[config.mk]
export PLATFORM = sky130hd
export DESIGN_NAME = sad_top
export DESIGN_NICKNAME = d
export VERILOG_FILES = /design/src/common/sad_pkg.sv /design/src/sad_decode.sv /design/src/sad_top.sv
export SDC_FILE = /design/constraint.sdc
export NUM_CORES = 1
export LEC_CHECK = 0
export BUFFER_PORTS_ARGS = -buffer_cell sky130_fd_sc_hd__buf_2
export CAP_MARGIN = 5
export CORE_MARGIN = 5
export CORE_UTILIZATION = 54
export DETAILED_ROUTE_END_ITERATION = 10
export PLACE_DENSITY = 0.81
export RECOVER_POWER = 100
export SLEW_MARGIN = 20
export SYNTH_ARGS = -nofsm -noshare
export SYNTH_HDL_FRONTEND = slang
export SYNTH_HIERARCHICAL = 1
export SYNTH_SLANG_ARGS = --single-unit
[constraint.sdc]
create_clock -name mclk -period 5.9 [get_ports mclk]
set_input_delay 1.18 -clock mclk [delete_from_list [all_inputs] [get_ports mclk]]
set_output_delay 1.18 -clock mclk [all_outputs]
set_load 0.02 [all_outputs]
[src/common/sad_pkg.sv]
// Purpose: constants, types and helpers for the system address decoder
// Assumes: 32-bit byte addresses, two bus masters (core and dma)
// Notes: window sizes are kept as log2 of bytes; bases are byte addresses

package sad_pkg;

  // ==========================================================================
  // sizes
  localparam int SAD_NM = 2;
  localparam int SAD_SLOT_LG = 14;
  localparam int SAD_AHB_SLOT_W = 7;
  localparam int SAD_APB_SLOT_W = 6;

  // ==========================================================================
  // windows
  localparam logic [31:0] SAD_FLASH_BASE = 32'h0000_0000;
  localparam int SAD_FLASH_LG = 19;
  localparam logic [31:0] SAD_FLASH_LAST = (32'h1 << SAD_FLASH_LG) - 32'h1;
  localparam logic [31:0] SAD_MSRAM_BASE = 32'h1000_0000;
  localparam int SAD_MSRAM_LG = 16;
  localparam logic [31:0] SAD_BROM_BASE = 32'h1FFF_0000;
  localparam int SAD_BROM_LG = 13;
  localparam logic [31:0] SAD_PSRAM0_BASE = 32'h2000_0000;
  localparam logic [31:0] SAD_PSRAM1_BASE = 32'h2000_4000;
  localparam int SAD_PSRAM_LG = 14;
  localparam logic [31:0] SAD_AHBP_BASE = 32'h2008_0000;
  localparam int SAD_AHBP_LG = 18;
  localparam logic [31:0] SAD_APBA_BASE = 32'h4000_0000;
  localparam logic [31:0] SAD_APBB_BASE = 32'h4008_0000;
  localparam int SAD_APB_LG = 19;
  localparam logic [3:0][31:0] SAD_ST_BASE = {32'h9C00_0000, 32'h9800_0000, 32'h9000_0000, 32'h8000_0000};
  localparam int SAD_ST_LG = 26;
  localparam logic [31:0] SAD_DY_BASE = 32'hA000_0000;
  localparam logic [3:0] SAD_DY_COUNT = 4'h4;
  localparam logic [31:0] SAD_PPB_BASE = 32'hE000_0000;
  localparam int SAD_PPB_LG = 20;
  // vector area size is not given; 512 bytes covers a full table
  localparam int SAD_VEC_LG = 9;
  localparam logic [31:0] SAD_VEC_MASK = (32'h1 << SAD_VEC_LG) - 32'h1;

  // ==========================================================================
  // types
  typedef enum logic [3:0] {
    SAD_T_NONE = 4'h0,
    SAD_T_FLASH = 4'h1,
    SAD_T_MSRAM = 4'h2,
    SAD_T_BROM = 4'h3,
    SAD_T_PSRAM0 = 4'h4,
    SAD_T_PSRAM1 = 4'h5,
    SAD_T_AHBP = 4'h6,
    SAD_T_APBA = 4'h7,
    SAD_T_APBB = 4'h8,
    SAD_T_EXT_ST = 4'h9,
    SAD_T_EXT_DY = 4'hA,
    SAD_T_PPB = 4'hB
  } sad_tgt_e;

  typedef enum logic [1:0] {
    SAD_RM_FLASH = 2'h0,
    SAD_RM_BOOT = 2'h1,
    SAD_RM_SRAM = 2'h2,
    SAD_RM_RSVD = 2'h3
  } sad_remap_e;

  typedef struct packed {
    logic strap_done;
    logic [1:0] flash_sz;
    logic [1:0] sram_sz;
    logic prio;
    logic [SAD_NM-1:0] rsp_vld;
    logic [SAD_NM-1:0] rsp_err;
    sad_tgt_e [SAD_NM-1:0] tgt;
    logic [SAD_NM-1:0][SAD_AHB_SLOT_W-1:0] slot;
    logic [SAD_NM-1:0][31:0] addr;
    logic [3:0] st_cs;
    logic [3:0] dy_cs;
  } sad_state_s;

  localparam sad_state_s SAD_STATE_RST = '0;

  // ==========================================================================
  // helpers
  function automatic logic sad_in_win(input logic [31:0] a, input logic [31:0] base, input int lg);
    return ((a ^ base) >> lg) == 32'h0;
  endfunction

  // static and dynamic selects share one external memory port
  function automatic sad_tgt_e sad_port(input sad_tgt_e t);
    return (t == SAD_T_EXT_DY) ? SAD_T_EXT_ST : t;
  endfunction

  function automatic logic [3:0] sad_onehot4(input logic [1:0] idx);
    return 4'h1 << idx;
  endfunction

endpackage

[src/sad_decode.sv]
// Purpose: combinational decode of one master address into a target
// Assumes: size selects already captured and stable
// Notes: no state; one copy per master
`timescale 1ns/10ps
`default_nettype none

module sad_decode
  import sad_pkg::*;
(
  // request address and configuration
  input wire logic [31:0] addr,
  input wire logic [1:0] flash_sz,
  input wire logic [1:0] sram_sz,
  input wire sad_pkg::sad_remap_e remap,
  // decode result
  output sad_pkg::sad_tgt_e tgt,
  output logic [sad_pkg::SAD_AHB_SLOT_W-1:0] slot,
  output logic [31:0] fwd_addr,
  output logic [1:0] cs_idx
);

  logic st_hit;
  logic [1:0] st_idx;
  logic [3:0] dy_off;
  int sram_shift;

  // ==========================================================================
  // chip select search
  always_comb begin
    st_hit = 1'b0;
    st_idx = 2'h0;
    for (int k = 0; k < 4; k++) begin
      if (sad_in_win(addr, SAD_ST_BASE[k], SAD_ST_LG)) begin
        st_hit = 1'b1;
        st_idx = 2'(k);
      end
    end
    dy_off = addr[31:28] - SAD_DY_BASE[31:28];
    // unused code 3 falls back to the smallest fit
    sram_shift = (sram_sz == 2'h3) ? 2 : int'(sram_sz);
  end

  // ==========================================================================
  // region decode
  always_comb begin
    tgt = SAD_T_NONE;
    slot = '0;
    fwd_addr = addr;
    cs_idx = 2'h0;
    if (sad_in_win(addr, SAD_FLASH_BASE, SAD_VEC_LG) && remap == SAD_RM_BOOT) begin
      tgt = SAD_T_BROM;
      fwd_addr = SAD_BROM_BASE | (addr & SAD_VEC_MASK);
    end else if (sad_in_win(addr, SAD_FLASH_BASE, SAD_VEC_LG) && remap == SAD_RM_SRAM) begin
      tgt = SAD_T_MSRAM;
      fwd_addr = SAD_MSRAM_BASE | (addr & SAD_VEC_MASK);
    end else if (sad_in_win(addr, SAD_FLASH_BASE, SAD_FLASH_LG - int'(flash_sz))) begin
      tgt = SAD_T_FLASH;
    end else if (sad_in_win(addr, SAD_MSRAM_BASE, SAD_MSRAM_LG - sram_shift)) begin
      tgt = SAD_T_MSRAM;
    end else if (sad_in_win(addr, SAD_BROM_BASE, SAD_BROM_LG)) begin
      tgt = SAD_T_BROM;
    end else if (sad_in_win(addr, SAD_PSRAM0_BASE, SAD_PSRAM_LG)) begin
      tgt = SAD_T_PSRAM0;
    end else if (sad_in_win(addr, SAD_PSRAM1_BASE, SAD_PSRAM_LG)) begin
      tgt = SAD_T_PSRAM1;
    end else if (sad_in_win(addr, SAD_AHBP_BASE, SAD_AHBP_LG)) begin
      tgt = SAD_T_AHBP;
      slot = addr[SAD_SLOT_LG +: SAD_AHB_SLOT_W];
    end else if (sad_in_win(addr, SAD_APBA_BASE, SAD_APB_LG)) begin
      tgt = SAD_T_APBA;
      slot = {1'b0, addr[SAD_SLOT_LG +: SAD_APB_SLOT_W]};
    end else if (sad_in_win(addr, SAD_APBB_BASE, SAD_APB_LG)) begin
      tgt = SAD_T_APBB;
      slot = {1'b0, addr[SAD_SLOT_LG +: SAD_APB_SLOT_W]};
    end else if (st_hit) begin
      tgt = SAD_T_EXT_ST;
      cs_idx = st_idx;
    end else if (dy_off < SAD_DY_COUNT) begin
      tgt = SAD_T_EXT_DY;
      cs_idx = dy_off[1:0];
    end else if (sad_in_win(addr, SAD_PPB_BASE, SAD_PPB_LG)) begin
      tgt = SAD_T_PPB;
    end
  end

endmodule // sad_decode

`default_nettype wire

[src/sad_top.sv]
// Purpose: system address decoder for two bus masters
// Assumes: inputs synchronous to mclk; size selects stable at reset release
// Notes: answers come one cycle after a request is taken
`timescale 1ns/10ps
`default_nettype none

module sad_top (
  // clock and reset
  input wire logic mclk,
  input wire logic rst_n,
  // size selects, caught once after reset
  input wire logic [1:0] flash_size_sel,
  input wire logic [1:0] sram_size_sel,
  // vector area remap setting
  input wire sad_pkg::sad_remap_e remap_sel,
  // master requests, index 0 core, index 1 dma
  input wire logic [sad_pkg::SAD_NM-1:0] m_valid,
  input wire logic [sad_pkg::SAD_NM-1:0][31:0] m_addr,
  output logic [sad_pkg::SAD_NM-1:0] m_ready,
  // per-master answers
  output logic [sad_pkg::SAD_NM-1:0] r_valid,
  output logic [sad_pkg::SAD_NM-1:0] r_err,
  output sad_pkg::sad_tgt_e [sad_pkg::SAD_NM-1:0] r_tgt,
  output logic [sad_pkg::SAD_NM-1:0][sad_pkg::SAD_AHB_SLOT_W-1:0] r_slot,
  output logic [sad_pkg::SAD_NM-1:0][31:0] r_addr,
  // external memory chip selects
  output logic [3:0] st_cs,
  output logic [3:0] dy_cs
);
  import sad_pkg::*;

  sad_state_s st_q;
  sad_state_s st_d;
  sad_tgt_e [SAD_NM-1:0] dec_tgt;
  logic [SAD_NM-1:0][SAD_AHB_SLOT_W-1:0] dec_slot;
  logic [SAD_NM-1:0][31:0] dec_addr;
  logic [SAD_NM-1:0][1:0] dec_cs;
  logic [SAD_NM-1:0] take;
  logic conflict;

  // ==========================================================================
  // decode, one per master
  for (genvar g = 0; g < SAD_NM; g++) begin : g_dec
    sad_decode u_dec (
      .addr(m_addr[g]),
      .flash_sz(st_q.flash_sz),
      .sram_sz(st_q.sram_sz),
      .remap(remap_sel),
      .tgt(dec_tgt[g]),
      .slot(dec_slot[g]),
      .fwd_addr(dec_addr[g]),
      .cs_idx(dec_cs[g])
    );
  end

  // ==========================================================================
  // arbitration
  // only two masters on one slave port collide; unmapped never collides
  assign conflict = (&m_valid) && (dec_tgt[0] != SAD_T_NONE) &&
                    (sad_port(dec_tgt[0]) == sad_port(dec_tgt[1]));

  // alternating priority trades a little logic for no starvation of the dma
  always_comb begin
    for (int i = 0; i < SAD_NM; i++) begin
      m_ready[i] = st_q.strap_done && !(conflict && (st_q.prio != i[0]));
    end
  end

  assign take = m_valid & m_ready;

  // ==========================================================================
  // next state
  always_comb begin
    st_d = st_q;
    if (!st_q.strap_done) begin
      st_d.strap_done = 1'b1;
      st_d.flash_sz = flash_size_sel;
      st_d.sram_sz = sram_size_sel;
    end
    if (conflict && st_q.strap_done) begin
      st_d.prio = ~st_q.prio;
    end
    st_d.st_cs = 4'h0;
    st_d.dy_cs = 4'h0;
    for (int i = 0; i < SAD_NM; i++) begin
      st_d.rsp_vld[i] = take[i];
      st_d.rsp_err[i] = take[i] && (dec_tgt[i] == SAD_T_NONE);
      st_d.tgt[i] = take[i] ? dec_tgt[i] : SAD_T_NONE;
      if (take[i]) begin
        st_d.slot[i] = dec_slot[i];
        st_d.addr[i] = dec_addr[i];
      end
      if (take[i] && dec_tgt[i] == SAD_T_EXT_ST) begin
        st_d.st_cs = st_d.st_cs | sad_onehot4(dec_cs[i]);
      end
      if (take[i] && dec_tgt[i] == SAD_T_EXT_DY) begin
        st_d.dy_cs = st_d.dy_cs | sad_onehot4(dec_cs[i]);
      end
    end
  end

  always_ff @(posedge mclk or negedge rst_n) begin
    if (!rst_n) begin
      st_q <= SAD_STATE_RST;
    end else begin
      st_q <= st_d;
    end
  end

  // ==========================================================================
  // outputs
  assign r_valid = st_q.rsp_vld;
  assign r_err = st_q.rsp_err;
  assign r_tgt = st_q.tgt;
  assign r_slot = st_q.slot;
  assign r_addr = st_q.addr;
  assign st_cs = st_q.st_cs;
  assign dy_cs = st_q.dy_cs;

  // ==========================================================================
  // checks, watched on master 0 except the sharing and dma fairness checks
  logic [31:0] a0;
  assign a0 = m_addr[0];
endmodule // sad_top

`default_nettype wire

== Word level (Yosys, flattened, before mapping) ==
Cells that the tools add are included.
Widths: inputs -> output; s select.

* Magnitude comparators: 2
* Mux-type cells: 97
* Bitwise gates (word level): 28
* Add/sub/neg operators: 4
* Shift operators: 6
* Equal/unequal tests: 8
* Reduce and logical (&&, ||, !) cells: 51

{| class="wikitable"
|+ Operators by type and width
! kind !! number
|-
| $logic_not 32->1 || 28
|-
| $mux 4 || 34
|-
| $mux 32 || 4
|-
| $shr 32x32->32 || 4
|-
| $mux 7 || 18
|-
| $mux 2 || 29
|-
| $sub 6x32->32 const A || 1
|-
| $not 13->13 || 2
|-
| $logic_and 1x1->1 || 17
|-
| $eq 4x4->1 const B || 4
|-
| $not 2->2 || 8
|-
| $mux 6 || 2
|-
| $not 3->3 || 4
|-
| $mux 1 || 10
|-
| $not 1->1 || 9
|-
| $logic_not 4->1 || 2
|-
| $lt 4x3->1 const B || 2
|-
| $not 4->4 || 2
|-
| $or 4x4->4 || 2
|-
| $shl 1x2->4 const A || 2
|-
| $sub 4x4->4 const B || 2
|-
| $sub 5x2->6 const A || 1
|-
| $eq 2x2->1 const B || 2
|-
| $eq 4x4->1 || 1
|-
| 5 further kinds || 6
|}

* Input bits: 74
* Flip-flop bits (word level): 104

== Longest topological paths before layout ==
* Depth in word-level cells: 29
* Mapped depth: 15
* Depth with buffers taken out: 12

== Cells and area by module ==
The synthesis kept the hierarchy.

{| class="wikitable"
|+ Modules (own cells, without submodules)
! module !! area an instance (um2) !! sequential area each (um2) !! times used !! cells each
|-
| sad_top || 4,997.3 || 2,602.5 || 1 || 375
|-
| sad_decode at g_dec[1].u_dec || 912.1 || 0.0 || 1 || 133
|-
| sad_decode at g_dec[0].u_dec || 843.3 || 0.0 || 1 || 133
|}

== Worst setup path before layout ==
OpenSTA, ideal clock, no wires.

* Path type: input port to output port
* Start: input port m_addr[61] (netlist bit)
* End: output port m_ready[0] (netlist bit)
* Stages on the path: 13
* Data required time: 4,720 ps
* Arrival time: 4,195 ps
* Slack: 525 ps
* Cell sequence: buf_2 inv_1 ha_1 nor4b_2 nand4_1 nor3_2 nor4b_1 nor3b_1 or3b_1 a211o_1 and4_4 buf_6 a21oi_1

{| class="wikitable"
|+ RTL lines
! item !! line !! RTL
|-
| start, declared || sad_top.sv:18 || <nowiki>input wire logic [sad_pkg::SAD_NM-1:0][31:0] m_addr,</nowiki>
|-
| end, declared || sad_top.sv:19 || <nowiki>output logic [sad_pkg::SAD_NM-1:0] m_ready,</nowiki>
|}

==> flow_metrics.tcl <==
set metrics [dict create \
    outcome "finished with violations" \
    violations "max-capacitance violations, max-slew violations" \
    hpwl_um 12000 \
    place_inst 841 \
    num-nets-final 764 \
    synth.most_common_cell "buf_4" \
    wirelength_um 15300 \
    cts.path.max_buffers 2 \
    fin_cells 856 \
    syn-instance-count 641 \
    gp_congestion 0.938 \
    synthFlopType "dfrtp_1" \
    arrival_ns 4.43 \
    synth_compound_area_share_pct 7.89 \
    rr_endpoint "r_addr[27]$_DFFE_PN0N_" \
    power_w 0.00188 \
    fillCellCount 1138 \
    r2r_slack_ns 1.80 \
    required_ns 4.72 \
    io_pins 174 \
    regArea_um2 2600 \
    drc 0 \
    vias 4707 \
    yosys_warnings 6 \
    critPathMaxFanout 11 \
    clk_pin_slew_worst_paths_ns 0.07 \
    setup_tns_ns 0 \
    viasPerCell 5.50 \
    slew-limit-headroom_pct -76.6 \
    holdWs_ns 0.487 \
    rsz0062_at_grt "false" \
    clock_latency_ns 0.35 \
    cp_cell_sequence "buf_2 > inv_1 > ha_1 > nor4b_2 > nand4_1 > nor3_2 > nor4b_2 > nor3b_1 > buf_4 > or3b_1 > a211o_1 > and4_1 > a21oi_1 > clkbuf_1" \
    met3WireLength_um 1030 \
    r2r_cells 13 \
    hp-start "r_addr[48]$_DFFE_PN0P_" \
    post_cts_buffers 0 \
    drive_above_1_share_pct 27.2 \
    drt_iter0_markers 226 \
    fp.dieW_um 122 \
    synthAdderAreaFrac_pct 1.11 \
    postCtsHoldBufs 0 \
    synth_xor_area_share_pct 0.778 \
    crit_path_max_incr_delay_ns 0.41 \
    synth_top_family_by_area "simple AND/OR/NAND/NOR gates" \
    grt_max_degree 55 \
    met2_wirelength_um 7700 \
    crit_slowest_cell "nor4b_2" \
    diodes 0 \
    muxShareOfSynthArea_pct 15.3 \
    slew_viol_final 52 \
    syn_nets 721 \
    maxCapViolCount 1 \
    endpoint_kind "output port" \
    synth-edff-count 0 \
    core_um2 12100 \
    worst_pin_slew_ns 2.65 \
    drtAntennaViolNets 0 \
    first_global_vias 4963 \
    min_period_ns 5.61 \
    holdPathStages 1 \
    cp_common_cell "nor4b_2" \
    antenna_found_initial 0 \
    drt_pass1_iterations 8 \
    fmax_ghz 0.178 \
    port_buffers 173 \
    grtUsageTotal_pct 21.4 \
    die_h_um 122 \
    worstSetupPathType "in -> out" \
    synth-simple-area-share_pct 18.9 \
    clock_sinks 104 \
    synthArstFlopShare_pct 100 \
    ir_worst_vdd_v 0.000225 \
    setup_viol 0 \
    avgRoutedWirePerCell_um 17.9 \
    rows 40 \
    routed.top_layer "met4" \
    htreeDepth 3 \
    ys_top_cells_by_area "dfrtp_1 39%, buf_4 13%, mux2_2 7.7%" \
    synth_top_area_share_pct 38.5 \
    syn_area_um2 6750 \
    seq_area_frac_synth_pct 38.5 \
    yosys-top-cells-count "121 x buf_4, 104 x dfrtp_1, 46 x mux2_2" \
    synthToLayoutAreaGrowth_pct 1.67 \
    syn_avg_cell_area_um2 10.5 \
    drt-met1-wl_um 6320 \
    cts_buffers 9 \
    cts_tree "done" \
    grt_first_pass_wirelength_um 25100 \
    multi_input_area_um2 2850 \
    grt_overflow 0 \
    dieArea_um2 14800 \
    synth-seq-cells 104 \
    yosysTopAreaCell "dfrtp_1" \
    cts_resized 0 \
    whs_endpoint "r_addr[48]$_DFFE_PN0P_" \
    r2r_start "st_q[99]$_DFFE_PN0N_" \
    min_path_type "reg -> reg" \
    leakage_nw 2.96 \
    initial_core_util_pct 55.8 \
    fin_crit_sh_pct 95.0 \
    power.density_nw_per_um2 273 \
    cts_root_buffer "clkbuf_16" \
    ys_types 72 \
    hold_viol 0 \
    worstSetupStartpointType "primary input" \
    fin_worst_skew_ns 0.00788 \
]
==> worst max-delay path, delay by kind of cell <==
kind | cells | cell delay, ns
and+or+nand+nor | 7 | 1.75
buffers and inverters | 4 | 0.77
AOI/OAI and AO/OA | 2 | 0.52
adders and majority gates | 1 | 0.21
==> power by group <==
part	total (W)	leakage [nW]	internal, W	switching [W]
Combinational	0.000434	1.53	0.000157	0.000278
Clock	0.000590	0.142	0.000328	0.000262
Sequential	0.000851	1.29	0.000800	0.0000509
Total	0.00188	2.96	0.00128	0.000591
==> kinds of logic (layout without fill, tap and decap cells) <==
logic type,after synthesis,after routing
other,3,3
adder cells (fa/ha/maj),6,6
flip-flops,104,104
multiplexers,82,82
AND/OR/NAND/NOR,201,201
buffers and inverters,174,221
XOR/XNOR,6,6
AO/OA/AOI/OAI,65,65
==> final cells by class <==
type / count / area share [%]
clock buffer: 9 / 3.28
sequential: 104 / 37.9
multi-input combinational: 363 / 41.5
tap: 168 / 3.06
inverter: 23 / 1.26
clock inverter: 6 / 1.00
timing repair buffer: 183 / 12.0
==> metal layers <==
metal  vias up  track usage, %
met4         0            7.00
met1      2315            25.9
met3        22            5.39
met5         -               0
met2       163            37.3
li1       2207               -
==> placed cells by master, fill, tap and decap left out, types with 9 or more instances in the layout <==
| cell type | count |
|---|---|
| nor4_1 | 9 |
| mux2_1 | 35 |
| or2_2 | 23 |
| buf_2 | 73 |
| and2_1 | 9 |
| nor3_1 | 21 |
| nor2_1 | 31 |
| a21oi_1 | 10 |
| dfrtp_1 | 104 |
| clkbuf_1 | 100 |
| nand2_1 | 17 |
| nand3_1 | 11 |
| nor2b_1 | 9 |
| o21ai_0 | 10 |
| nand4_1 | 11 |
| mux2_2 | 46 |
| clkbuf_16 | 9 |
| or2_1 | 9 |
| inv_1 | 23 |
==> registers in the layout (all words and copies together), names as in the netlist <==
name and cells:
r_tgt 8, r_err 2, st_q 6, r_valid 2
r_slot 14, st_cs 4, r_addr 64, dy_cs 4
==> per-stage QoR <==
step,setup slack [ns],cell area [µm²],util (%)
2_1_floorplan,0.525,6750,-
3_3_place_gp,0.387,6840,56.5
3_5_place_dp,0.301,6840,56.5
4_1_cts,0.283,7140,58.9
5_1_grt,0.0509,6870,56.7
6_report,0.294,6870,56.7
==> worst max path at each step <==
stage,from,endpoint,depth (start not counted)
finish,m_addr[61],m_ready[0],14
global route,m_addr[61],m_ready[1],15
CTS,m_addr[61],m_ready[1],15
detailed placement,m_addr[61],m_ready[1],15
global placement,m_addr[61],m_ready[1],15
floorplan,m_addr[61],m_ready[0],13
(Power assumes the default switching activity.)
